`src/design/flash_cmd_pkg.sv`:
```
// Constants shared by the serial flash command interpreter and its host controller.
package flash_cmd_pkg;

    // ------------------------------------------------------------------
    // Opcodes
    // ------------------------------------------------------------------
    localparam logic [7:0] OP_ID_A            = 8'h90;
    localparam logic [7:0] OP_ID_B            = 8'hAB;
    localparam logic [7:0] OP_ARM_STATUS      = 8'h50;
    localparam logic [7:0] OP_STATUS_WRITE    = 8'h01;

    // ------------------------------------------------------------------
    // Frame and field layout
    // ------------------------------------------------------------------
    localparam int         BYTE_BITS          = 8;
    localparam int         ADDR_BITS          = 24;
    localparam int         CNT_W              = 6;
    localparam logic [5:0] OPCODE_DONE        = 6'h08;
    localparam logic [5:0] ADDR_DONE          = 6'h18;
    localparam logic [5:0] DATA_DONE          = 6'h10;
    localparam int         LVL_LO_POS         = 2;
    localparam int         LVL_HI_POS         = 3;
    localparam int         LOCK_POS           = 7;
    localparam logic [2:0] PROTECT_RESET      = 3'h0;

    // ------------------------------------------------------------------
    // Host register map, one aligned word each
    // ------------------------------------------------------------------
    localparam logic [7:0] REG_CTRL           = 8'h00;
    localparam logic [7:0] REG_WDATA          = 8'h04;
    localparam logic [7:0] REG_STATUS         = 8'h08;
    localparam logic [7:0] REG_RDATA          = 8'h0C;
    localparam logic [7:0] REG_DIV            = 8'h10;
    localparam int         CTRL_GO_POS        = 0;
    localparam int         CTRL_HOLD_POS      = 1;
    localparam logic [15:0] DIV_RESET         = 16'h0002;

    // ------------------------------------------------------------------
    // Timing
    // ------------------------------------------------------------------
    localparam int         CLK_MHZ            = 40;
    localparam int         POWER_UP_US        = 10;
    localparam int         POWER_UP_CYCLES    = POWER_UP_US * CLK_MHZ;

endpackage

```
`src/design/flash_link_if.sv`:
```
// Serial link between the host controller and the flash command interpreter.
`timescale 1ns/1ps
interface flash_link_if;
    logic sclk;
    logic sel_n;
    logic mosi;
    logic miso;
    logic miso_oe_n;

    modport host
    (
        output sclk,
        output sel_n,
        output mosi,
        input  miso
    );

    modport device
    (
        input  sclk,
        input  sel_n,
        input  mosi,
        output miso,
        output miso_oe_n
    );
endinterface

```
`src/design/edge_sync.sv`:
```
// Two-stage synchroniser with edge detection on the second stage output.
`timescale 1ns/1ps
module edge_sync
    import flash_cmd_pkg::*;
#(
    parameter logic RESET_VAL = 1'b0
)
(
    // Clock and reset
    input  wire logic core_clk,
    input  wire logic rst_b,
    // Asynchronous input and results
    input  wire logic din,
    output logic      level,
    output logic      rise,
    output logic      fall
);
    logic meta;
    logic prev;

    always_ff @(posedge core_clk or negedge rst_b)
    begin
        if (!rst_b)
        begin
            meta  <= RESET_VAL;
            level <= RESET_VAL;
            prev  <= RESET_VAL;
        end
        else
        begin
            meta  <= din;
            level <= meta;
            prev  <= level;
        end
    end

    assign rise = level & ~prev;
    assign fall = ~level & prev;
endmodule

```
`src/design/flash_cmd_device.sv`:
```
// Flash command interpreter: status write arming, protect bits and identification read.
`timescale 1ns/1ps
// Contract
// - Arm instruction enables next status write
// - Arm lost unless status write follows
// - Host frames arm with select
// - Status write changes only protect bits
// - Host sends status write next
// - Ignore write when pin low, locked
// - Pin low: lock sets, never clears
// - Pin high: all protect bits writable
// - Judge permission before select rises
// - One write locks and sets levels
// - Host holds select through write
// - Identification opcodes 90H/ABH, 24 address bits
// - Address 0 maker, 1 part code
// - Codes alternate until select rises
// - Host waits 10 us after power
// - Host sends address zero except bit0
module flash_cmd_device
    import flash_cmd_pkg::*;
#(
    parameter logic [7:0] MAKER_CODE = 8'hA5,  // Arbitrary value.
    parameter logic [7:0] PART_CODE  = 8'h5A   // Arbitrary value.
)
(
    // Clock and reset
    input  wire logic     core_clk,
    input  wire logic     rst_b,
    // Serial link
    flash_link_if.device  link,
    // Protection pin, active low
    input  wire logic     wp_b,
    // Status outputs
    output logic          protect_level_hi,
    output logic          protect_level_lo,
    output logic          protect_lock,
    output logic          armed
);
    typedef enum logic [1:0] {PH_OPCODE, PH_ADDR, PH_DATA, PH_IDLE} phase_t;

    phase_t            phase;
    logic              sclk_rise;
    logic              sclk_fall;
    logic              sel_n_s;
    logic              sel_rise;
    logic              mosi_s;
    logic              wp_b_s;
    logic [CNT_W-1:0]  bit_cnt;
    logic [7:0]        shift_in;
    logic [7:0]        opcode;
    logic              id_sel;
    logic              addr_lsb;
    logic [7:0]        shift_out;
    logic [2:0]        bit_out;
    logic              data_done;
    logic [7:0]        data_byte;
    logic [7:0]        next_shift_in;
    logic              is_id;
    logic              next_id_sel;
    logic [7:0]        id_code;

    // ------------------------------------------------------------------
    // Input synchronisers
    // ------------------------------------------------------------------
    edge_sync #(.RESET_VAL(1'b0)) u_sclk
    (
        .core_clk (core_clk),
        .rst_b    (rst_b),
        .din      (link.sclk),
        .level    (),
        .rise     (sclk_rise),
        .fall     (sclk_fall)
    );

    edge_sync #(.RESET_VAL(1'b1)) u_sel
    (
        .core_clk (core_clk),
        .rst_b    (rst_b),
        .din      (link.sel_n),
        .level    (sel_n_s),
        .rise     (sel_rise),
        .fall     ()
    );

    edge_sync #(.RESET_VAL(1'b0)) u_mosi
    (
        .core_clk (core_clk),
        .rst_b    (rst_b),
        .din      (link.mosi),
        .level    (mosi_s),
        .rise     (),
        .fall     ()
    );

    edge_sync #(.RESET_VAL(1'b1)) u_wp
    (
        .core_clk (core_clk),
        .rst_b    (rst_b),
        .din      (wp_b),
        .level    (wp_b_s),
        .rise     (),
        .fall     ()
    );

    assign next_shift_in = {shift_in[6:0], mosi_s};
    assign is_id         = (opcode == OP_ID_A) || (opcode == OP_ID_B);
    assign next_id_sel   = link.miso_oe_n ? addr_lsb : ~id_sel;
    assign id_code       = next_id_sel ? PART_CODE : MAKER_CODE;

    // ------------------------------------------------------------------
    // Input shifter and phase tracking
    // ------------------------------------------------------------------
    always_ff @(posedge core_clk or negedge rst_b)
    begin
        if (!rst_b)
        begin
            phase     <= PH_OPCODE;
            bit_cnt   <= '0;
            shift_in  <= '0;
            opcode    <= '0;
            addr_lsb  <= 1'b0;
            data_done <= 1'b0;
            data_byte <= '0;
        end
        else if (sel_n_s)
        begin
            phase     <= PH_OPCODE;
            bit_cnt   <= '0;
            data_done <= 1'b0;
        end
        else if (sclk_rise)
        begin
            shift_in <= next_shift_in;
            bit_cnt  <= bit_cnt + 1'b1;
            case (phase)
                PH_OPCODE:
                begin
                    if (bit_cnt + 1'b1 == OPCODE_DONE)
                    begin
                        opcode  <= next_shift_in;
                        bit_cnt <= '0;
                        if ((next_shift_in == OP_ID_A) || (next_shift_in == OP_ID_B))
                            phase <= PH_ADDR;
                        else if (next_shift_in == OP_STATUS_WRITE)
                            phase <= PH_DATA;
                        else
                            phase <= PH_IDLE;
                    end
                end
                PH_ADDR:
                begin
                    if (bit_cnt + 1'b1 == ADDR_DONE)
                    begin
                        addr_lsb <= mosi_s;
                        phase    <= PH_IDLE;
                    end
                end
                PH_DATA:
                begin
                    if (bit_cnt + 1'b1 == OPCODE_DONE)
                    begin
                        data_byte <= next_shift_in;
                        data_done <= 1'b1;
                        phase     <= PH_IDLE;
                    end
                end
                default:
                begin
                    bit_cnt <= bit_cnt;
                end
            endcase
        end
    end

    // ------------------------------------------------------------------
    // Arming and protect bits, executed when select rises
    // ------------------------------------------------------------------
    always_ff @(posedge core_clk or negedge rst_b)
    begin
        if (!rst_b)
            armed <= 1'b0;
        else if (sel_rise && phase != PH_OPCODE || sel_rise && opcode == OP_ARM_STATUS)
        begin
            if (opcode == OP_ARM_STATUS && phase == PH_IDLE)
                armed <= 1'b1;
            else
                armed <= 1'b0;
        end
    end

    always_ff @(posedge core_clk or negedge rst_b)
    begin
        if (!rst_b)
        begin
            protect_level_hi <= PROTECT_RESET[0];
            protect_level_lo <= PROTECT_RESET[1];
            protect_lock     <= PROTECT_RESET[2];
        end
        else if (sel_rise && armed && opcode == OP_STATUS_WRITE && data_done)
        begin
            // lock honoured only with pin low
            if (wp_b_s || !protect_lock)
            begin
                protect_level_hi <= data_byte[LVL_HI_POS];
                protect_level_lo <= data_byte[LVL_LO_POS];
                // lock may be set at either pin level
                protect_lock     <= data_byte[LOCK_POS] | (!wp_b_s & protect_lock);
            end
        end
    end

    // ------------------------------------------------------------------
    // Identification output
    // ------------------------------------------------------------------
    always_ff @(posedge core_clk or negedge rst_b)
    begin
        if (!rst_b)
        begin
            id_sel         <= 1'b0;
            shift_out      <= '0;
            bit_out        <= '0;
            link.miso      <= 1'b0;
            link.miso_oe_n <= 1'b1;
        end
        else if (sel_n_s)
        begin
            bit_out        <= '0;
            link.miso_oe_n <= 1'b1;
        end
        else if (sclk_fall && phase == PH_IDLE && is_id)
        begin
            link.miso_oe_n <= 1'b0;
            bit_out        <= bit_out + 1'b1;
            if (bit_out == '0)
            begin
                id_sel    <= next_id_sel;
                link.miso <= id_code[7];
                shift_out <= {id_code[6:0], 1'b0};
            end
            else
            begin
                link.miso <= shift_out[7];
                shift_out <= {shift_out[6:0], 1'b0};
            end
        end
    end
endmodule

```
`src/flat_wrapper.sv`:
```
// flat-port wrapper written by rule: the top's interface ports become plain ports
module flash_cmd_device_flat import flash_cmd_pkg::*;
#(
    parameter logic [7:0] MAKER_CODE = 8'hA5,                     
    parameter logic [7:0] PART_CODE  = 8'h5A                      
)
  (core_clk, rst_b, wp_b, protect_level_hi, protect_level_lo, protect_lock, armed, link_sclk, link_sel_n, link_mosi, link_miso, link_miso_oe_n);
  flash_link_if link_i ();
  input  wire logic core_clk;
  input  wire logic rst_b;
  input  wire logic wp_b;
  output logic protect_level_hi;
  output logic protect_level_lo;
  output logic protect_lock;
  output logic armed;
  input wire logic [$bits(link_i.sclk)-1:0] link_sclk;
  input wire logic [$bits(link_i.sel_n)-1:0] link_sel_n;
  input wire logic [$bits(link_i.mosi)-1:0] link_mosi;
  output wire logic [$bits(link_i.miso)-1:0] link_miso;
  output wire logic [$bits(link_i.miso_oe_n)-1:0] link_miso_oe_n;
  assign link_i.sclk = link_sclk;
  assign link_i.sel_n = link_sel_n;
  assign link_i.mosi = link_mosi;
  assign link_miso = link_i.miso;
  assign link_miso_oe_n = link_i.miso_oe_n;
  flash_cmd_device #(.MAKER_CODE(MAKER_CODE), .PART_CODE(PART_CODE)) u_core (.core_clk(core_clk), .rst_b(rst_b), .link(link_i), .wp_b(wp_b), .protect_level_hi(protect_level_hi), .protect_level_lo(protect_level_lo), .protect_lock(protect_lock), .armed(armed));
endmodule
```
`config.mk`:
```
export PLATFORM = sky130hd
export DESIGN_NAME = flash_cmd_device_flat
export DESIGN_NICKNAME = d
export VERILOG_FILES = /design/src/design/flash_cmd_pkg.sv /design/src/design/flash_link_if.sv /design/src/design/edge_sync.sv /design/src/design/flash_cmd_device.sv /design/src/flat_wrapper.sv
export SDC_FILE = /design/constraint.sdc
export NUM_CORES = 1
export LEC_CHECK = 0
export BUFFER_PORTS_ARGS = -buffer_cell sky130_fd_sc_hd__buf_4
export CORE_ASPECT_RATIO = 0.9
export CORE_UTILIZATION = 50
export CTS_BUF_LIST = sky130_fd_sc_hd__clkbuf_2
export DETAILED_ROUTE_END_ITERATION = 6
export PLACE_DENSITY_LB_ADDON = 0.15
export SLEW_MARGIN = 0
export SYNTH_ARGS = -nofsm -noshare
export SYNTH_HDL_FRONTEND = slang
export SYNTH_SLANG_ARGS = --single-unit
```
`constraint.sdc`:
```
create_clock -name core_clk -period 3.9 [get_ports core_clk]
set_input_delay 0.78 -clock core_clk [delete_from_list [all_inputs] [get_ports core_clk]]
set_output_delay 0.78 -clock core_clk [all_outputs]
set_load 0.01 [all_outputs]
```
==> results of run 1 <==
[sequential cells by signal, indices dropped and copies added (netlist names), 2 cells and up]
| signal | count |
|---|---|
| u_core.bit_cnt | 6 |
| u_core.bit_out | 3 |
| u_core.data_byte | 3 |
| u_core.opcode | 8 |
| u_core.phase | 2 |
| u_core.shift_in | 7 |
| u_core.shift_out | 7 |
[worst max-delay path: stages, from the launching register on]
cell     delay [ns]
dfrtp_1        0.52
ha_1           0.22
nand2_1        0.08
a211o_1        0.25
nor3_1         0.30
nand3_2        0.29
mux2_2         0.35
[cells by family after synthesis]
| logic type | count (synthesis) | share of synthesized area, % |
|---|---|---|
| mux | 27 | 12.12 |
| simple gates | 73 | 15.21 |
| compound gates | 36 | 8.672 |
| flops | 55 | 56.09 |
| buf+inv | 12 | 1.876 |
| xor+xnor | 7 | 2.485 |
| fa+ha+maj | 7 | 3.550 |
[cells in the final DEF, fill, tap and decap left out, types with 2 or more instances in the layout]
cell type | Yosys | layout
dfrtp_1 | 49 | 49
mux2_2 | 23 | 23
nor2_1 | 21 | 21
a21oi_1 | 18 | 18
nand2_1 | 15 | 15
buf_4 | 0 | 12
inv_1 | 9 | 9
nor3_1 | 7 | 7
o21ai_0 | 7 | 7
ha_1 | 7 | 7
nand3_1 | 6 | 6
dfstp_2 | 6 | 6
xnor2_1 | 5 | 5
clkbuf_2 | 0 | 5
mux2i_1 | 4 | 4
nor2b_1 | 4 | 4
nand2b_1 | 3 | 3
and3_1 | 3 | 3
nand3b_1 | 3 | 3
or2_2 | 2 | 2
xor2_1 | 2 | 2
a211o_1 | 2 | 2
o211ai_1 | 2 | 2
nor3b_1 | 2 | 2
inv_6 | 0 | 2
[power by group through the flow]
| stage | combinational, W | sequential [W] | clock, W |
|---|---|---|---|
| floorplan | 0.0000465 | 0.000647 | 0 |
| global placement | 0.0000642 | 0.000668 | 0 |
| detailed placement | 0.0000664 | 0.000668 | 0 |
| CTS | 0.0000665 | 0.000658 | 0.000249 |
| global route | 0.0000722 | 0.000667 | 0.000269 |
| finish | 0.0000648 | 0.000657 | 0.000238 |
[cell type report]
cell class / count / share of cell area, %
Inverter: 9 / 1.263
Clock inverter: 3 / 0.9827
Multi-Input combinational cell: 150 / 38.79
Sequential cell: 55 / 51.75
Timing Repair Buffer: 12 / 3.369
Tap cell: 62 / 2.901
Clock buffer: 5 / 0.9359
[cells in the mapped netlist (5+ instances only)]
cell type  instances
a21oi_1           18
dfrtp_1           49
dfstp_2            6
ha_1               7
inv_1              9
mux2_2            23
nand2_1           15
nand3_1            6
nor2_1            21
nor3_1             7
o21ai_0            7
xnor2_1            5
[through the flow]
step	setup WS (ns)	std cells	hold WS (ns)	power (W)	area, µm²
floorplan	2.089	217	0.3312	0.0006934	2467
global placement	1.835	288	0.3335	0.0007319	2623
detailed placement	1.830	288	0.3364	0.0007342	2623
CTS	1.825	296	0.3207	0.0009737	2674
global route	1.656	296	0.3253	0.001009	2674
finish	1.827	296	0.3081	0.0009595	2674
[metal layers]
metal | vias to the layer above | routed length (µm) | part of all wire [%] | track usage [%]
met3 | 8 | 134 | 3.1 | 4.079
met4 | 0 | 49 | 1.1 | 6.490
met1 | 762 | 2221 | 52 | 26.05
li1 | 790 | - | - | -
met2 | 26 | 1873 | 44 | 27.95
met5 | - | 0 | 0 | 0
[worst paths after layout]
check                                   from                   to  slack, ns  cells past startpoint
max                        u_core.bit_cnt[0]     u_core.opcode[1]       1.83                      6
min                                    rst_b  u_core.data_byte[2]       0.31                      1
max reg2reg                u_core.bit_cnt[0]     u_core.opcode[1]       1.83                      6
min reg2reg                u_core.u_sel.meta   u_core.u_sel.level       0.38                      0
max in group asynchronous              rst_b  u_core.shift_out[5]       3.14                      1
min in group core_clk      u_core.u_sel.meta   u_core.u_sel.level       0.38                      0
==> out/metrics.yaml, run 1 <==
logic_synthesis:
  ys.flop_type: "dfrtp_1"
  yosysTopAreaCell: "dfrtp_1"
  syn_area_per_cell_um2: 11.37
  synth_nets: 230
  yosysSeqAreaShare_pct: 56.09
  syn_area_um2: 2467
  synth-edff-count: 0
  synth.ff_latch_count: 55
  synth_cell_types: 39
  ys_warn_count: 0
  synthDominantCellAreaShare_pct: 49.70
  synthTopCellsByArea: "dfrtp_1 50%, mux2_2 10%, dfstp_2 6.4%"
  synth_cells: 217
  synthArstFlopShare_pct: 100.0
clocking:
  cts_hold_buf: 0
  clock_latency_ns: 0.45
  ctsHtreeMaxLevel: 2
  cts_resized: 0
  clock_sinks: 55
  clk_pin_slew_ns: 0.29
  cts_root_buf: "clkbuf_2"
  cts_buffer_depth: 2
  cts_setup_buffers: 0
  cts_buffers: 5
  cts_tree: "done"
sta:
  setup_viol: 0
  tightest_slew_ns: 0.6707
  rsz0062_at_grt: "false"
  post-route-min-period_ns: 2.073
  skew_ns: 0.01546
  final_max_slew_viol_count: 0
  finalHoldViolCount: 0
  fmax_mhz: 482.4
  relSlewSlack_pct: 55.29
  tns_ns: 0
  finalCritPeriodShare_pct: 53.15
worst_setup_path:
  critical_path_arrival_ns: 2.45
  start_kind: "flop"
  cp-end-kind: "flop"
  critical_path_class: "reg -> reg"
  crit_required_ns: 4.27
  crit_path_max_fanout: 8
detailed_routing:
  drc: 0
  ant_nets: 0
  wirelength_um: 4278
  vias_per_cell: 5.358
  wl_per_cell_um: 14.45
  first_iter_violations: 80
  num_vias: 1586
  drtPass1Iterations: 4
power_and_ir_drop:
  leakage_nw: 1.242
  p_sw_w: 0.0002637
  p_seq_share_pct: 68.4
  irDropWorstVdd_mv: 0.2551
  power_frac_comb_pct: 6.8
  power.density_nw_per_um2: 358.9
  switching_share_pct: 27.49
  clkPwrFrac_pct: 24.8
  intPower_w: 0.0006958
grt:
  grt_start_max_net_pins: 56
  grt_use_total_pct: 18.29
  antenna_found_initial: 0
  grt.overflow.total: 0
  grt_pass1_wl_um: 7217
  grt_pass1_vias: 1479
cells_and_area:
  n_fill_cell: 419
  multi_input_area_um2: 1037
  regArea_um2: 1384
  finalCoreUtilization_pct: 58.07
  final_nets: 246
  drive_gt1_share_pct: 23.50
  antenna_cells: 0
  areaGrowthSynthToFinish_pct: 8.367
floorplan:
  die_w_um: 76.05
  rows: 23
  core_um2: 4604
  die_y_um: 68.64
  initial_utilization_pct: 53.59
  dieArea_um2: 5220
  ios: 12
placed_design:
  gp_congestion: 0.8027
  numPortBuffers: 11
  dp_hpwl_um: 3067
worst_hold_path:
  hold_path_class: "in -> async"
flow_run:
  cap_viol_max_count: 0
outcome:
  status: "finished clean"
No activity file was read; power rests on OpenSTA's default activity.
==> run 2, diff against run 1 <==
--- a/config.mk
+++ b/config.mk
@@ -5,6 +5,7 @@
 export SDC_FILE = /design/constraint.sdc
 export NUM_CORES = 1
 export LEC_CHECK = 0
+export ABC_AREA = 1
 export BUFFER_PORTS_ARGS = -buffer_cell sky130_fd_sc_hd__buf_4
 export CORE_ASPECT_RATIO = 0.9
 export CORE_UTILIZATION = 50
==> constraint.sdc (replaced) <==
create_clock -name core_clk -period 1.8 [get_ports core_clk]
set_input_delay 0.36 -clock core_clk [delete_from_list [all_inputs] [get_ports core_clk]]
set_output_delay 0.36 -clock core_clk [all_outputs]
set_load 0.01 [all_outputs]
==> run 2 against run 1 <==
Effect of this change:
- non-clock buffer count rose by 5
- sequential power rose by 120%
- global-route usage rose by 2.8 points
- clock-buffer cell count did not move
- critical path depth rose by 3
- sequential share of layout area fell by 3.3 points
- sequential cell count did not move
- routed wire length rose by 18%
- total power rose by 150%
- setup slack got worse by 1.7 ns
- register-to-register slack got worse by 1.7 ns
- synthesized cell count rose by 40%
- critical path type unchanged
- highest routed layer unchanged
==> out/metrics.yaml, run 2 <==
outcome:
  status: "finished clean"
logic_synthesis:
  yosysSeqAreaShare_pct: 53.10
  synthDominantCellAreaShare_pct: 47.05
  syn_area_per_cell_um2: 8.601
  synthArstFlopShare_pct: 100.0
  synth.mux.area_fraction_pct: 0
  synth.ff_latch_count: 55
  synthTopCellsByCount: "74 x nand2_1, 49 x dfrtp_1, 37 x inv_1"
  yosys.area_share.simple_pct: 22.66
  yosysMostFrequentCell: "nand2_1"
  synth_xor_area_share_pct: 0
  synth_top_family_by_area: "simple AND/OR/NAND/NOR gates"
  synth_nets: 316
  yosysTopAreaCell: "dfrtp_1"
  synth_compound_area_share_pct: 13.30
  ys_warn_count: 0
  synth-edff-count: 0
  ys.flop_type: "dfrtp_1"
  synth_cell_types: 29
  yosys.area_share.adder_pct: 3.361
  synthTopCellsByArea: "dfrtp_1 47%, nand2_1 11%, dfstp_2 6.0%"
  synth_cells: 303
  syn_area_um2: 2606
cells_and_area:
  drive_gt1_share_pct: 15.74
  areaGrowthSynthToFinish_pct: 9.745
  final_nets: 336
  final_cell_mix: "73 x nand2_1, 48 x dfrtp_1, 37 x inv_1"
  antenna_cells: 0
  reg.largest.list: "u_core.opcode: 8 flops, u_core.shift_in: 7 flops, u_core.shift_out: 7 flops"
  finalCoreUtilization_pct: 58.08
  largest-register: "u_core.opcode"
  final_area_um2: 2860
  largest_reg_flops: 8
  final_common_cell: "nand2_1"
sta:
  final_max_slew_viol_count: 0
  tns_ns: 0
  rsz0062_at_grt: "false"
  setup_viol: 0
  fmax_mhz: 600.2
  worst_hold_slack_ns: 0.3730
  post-route-min-period_ns: 1.666
  finalCritPeriodShare_pct: 92.56
  finalHoldViolCount: 0
  relSlewSlack_pct: 55.42
  fin_ws_ns: 0.1340
  skew_ns: 0.03304
  tightest_slew_ns: 0.6686
detailed_routing:
  ant_nets: 0
  wl_per_cell_um: 13.02
  vias_per_cell: 5.154
  drc: 0
  num_vias: 2005
  wirelength_um: 5064
  first_iter_violations: 127
  drtPass1Iterations: 4
floorplan:
  die_w_um: 78.10
  ios: 12
  dieArea_um2: 5505
  core_um2: 4925
  die_y_um: 70.49
  rows: 24
  initial_utilization_pct: 52.92
worst_setup_path:
  start_kind: "flop"
  critical_path_class: "reg -> reg"
  crit_required_ns: 2.18
  crit_path_top_delay_cell: "dfrtp_1"
  critical_path_arrival_ns: 2.04
  cp-end-kind: "flop"
  critPathTopFamily: "simple AND/OR/NAND/NOR gates"
  path_cells: "ha_1 -> nand2_2 -> o21ai_1 -> nand2_1 -> nand3_2 -> inv_2 -> nand3_4 -> nand2_1 -> o21ai_2"
  crit_path_max_incr_delay_ns: 0.50
  crit_path_max_fanout: 8
  crit_top_cell: "nand2_1"
  path_buf_inv: 1
grt:
  grt_pass1_wl_um: 9128
  grt_pass1_vias: 2023
  grt_start_max_net_pins: 56
  antenna_found_initial: 0
  grt.overflow.total: 0
  grt_use_total_pct: 21.08
clocking:
  clock_latency_ns: 0.44
  cts_setup_buffers: 0
  clock_sinks: 55
  cts_buffer_depth: 2
  cts_buffers: 5
  ctsHtreeMaxLevel: 2
  cts_tree: "done"
  clk_pin_slew_ns: 0.28
  cts_root_buf: "clkbuf_2"
placed_design:
  numPortBuffers: 11
  place_area_um2: 2741
  dp_hpwl_um: 3491
  gp_congestion: 0.8516
  pre_cts_ws_ns: 0.07062
power_and_ir_drop:
  power.density_nw_per_um2: 830.8
  leakage_nw: 1.299
  irDropWorstVdd_mv: 0.4996
flow_run:
  cap_viol_max_count: 0
worst_hold_path:
  hold_path_class: "reg -> reg"
==> run 2: changes by cell type after synthesis, sizes merged, moves of 4 or more <==
| cell | change |
|---|---|
| nand4 | +8 |
| a21oi | -5 |
| inv | +32 |
| nand2 | +62 |
| nand3 | +8 |
| o21ai | +35 |
| mux2 | -23 |
| nor2b | -4 |
| xnor2 | -5 |
| mux2i | -4 |
==> run 2: final timing paths <==
check,from,endpoint,slack [ns],depth (start not counted)
setup / recovery,u_core.bit_cnt[0],u_core.opcode[2],0.13,9
hold / removal,u_core.u_sclk.meta,u_core.u_sclk.level,0.37,0
setup reg to reg,u_core.bit_cnt[0],u_core.opcode[2],0.13,9
hold reg to reg,u_core.u_sclk.meta,u_core.u_sclk.level,0.37,0
max in group asynchronous,rst_b,u_core.u_mosi.meta,0.88,2
min in group asynchronous,rst_b,u_core.protect_level_hi,0.44,2
==> run 2: routing by layer <==
layer  vias to the layer above  routed length (µm)  global-route usage [%]
met3                         6                 251                   4.837
met5                         -                   0                       0
li1                       1027                   -                       -
met2                        47                2361                   32.65
met1                       925                2406                   29.52
met4                         0                  44                   6.379
==> run 2: cell families after synthesis <==
logic type,Yosys count
adders and majority gates,7
and+or+nand+nor,132
AOI/OAI and AO/OA,61
DFF,55
buffers and inverters,48
==> run 2: report_power, final <==
| group | internal (W) | total [W] | switching [W] |
|---|---|---|---|
| combinational | 0.000151 | 0.000480 | 0.000330 |
| clock | 0.0000919 | 0.000479 | 0.000387 |
| sequential | 0.00133 | 0.00142 | 0.0000898 |
| total | 0.00157 | 0.00238 | 0.000806 |
==> run 2: area by class of cell <==
cell class,instances,area (µm²)
clock inverter,3,20.02
tap,65,81.33
timing repair buffer,17,140.1
inverter,43,161.4
multi-input combinational,201,1047
sequential,55,1385
fill,468,2064
clock buffer,5,25.02
==> run 2: what timing repair did <==
action                     4_1_cts  5_1_grt
setup endpoints to repair        0       16
hold buffers                     4        1
resized for setup                0        4
hold endpoints to repair        52        1
==> run 2: metrics by stage <==
step	power [W]	cells
floorplan	0.001745	303
global placement	0.001881	375
detailed placement	0.001892	375
CTS	0.002379	387
global route	0.002544	389
finish	0.002376	389
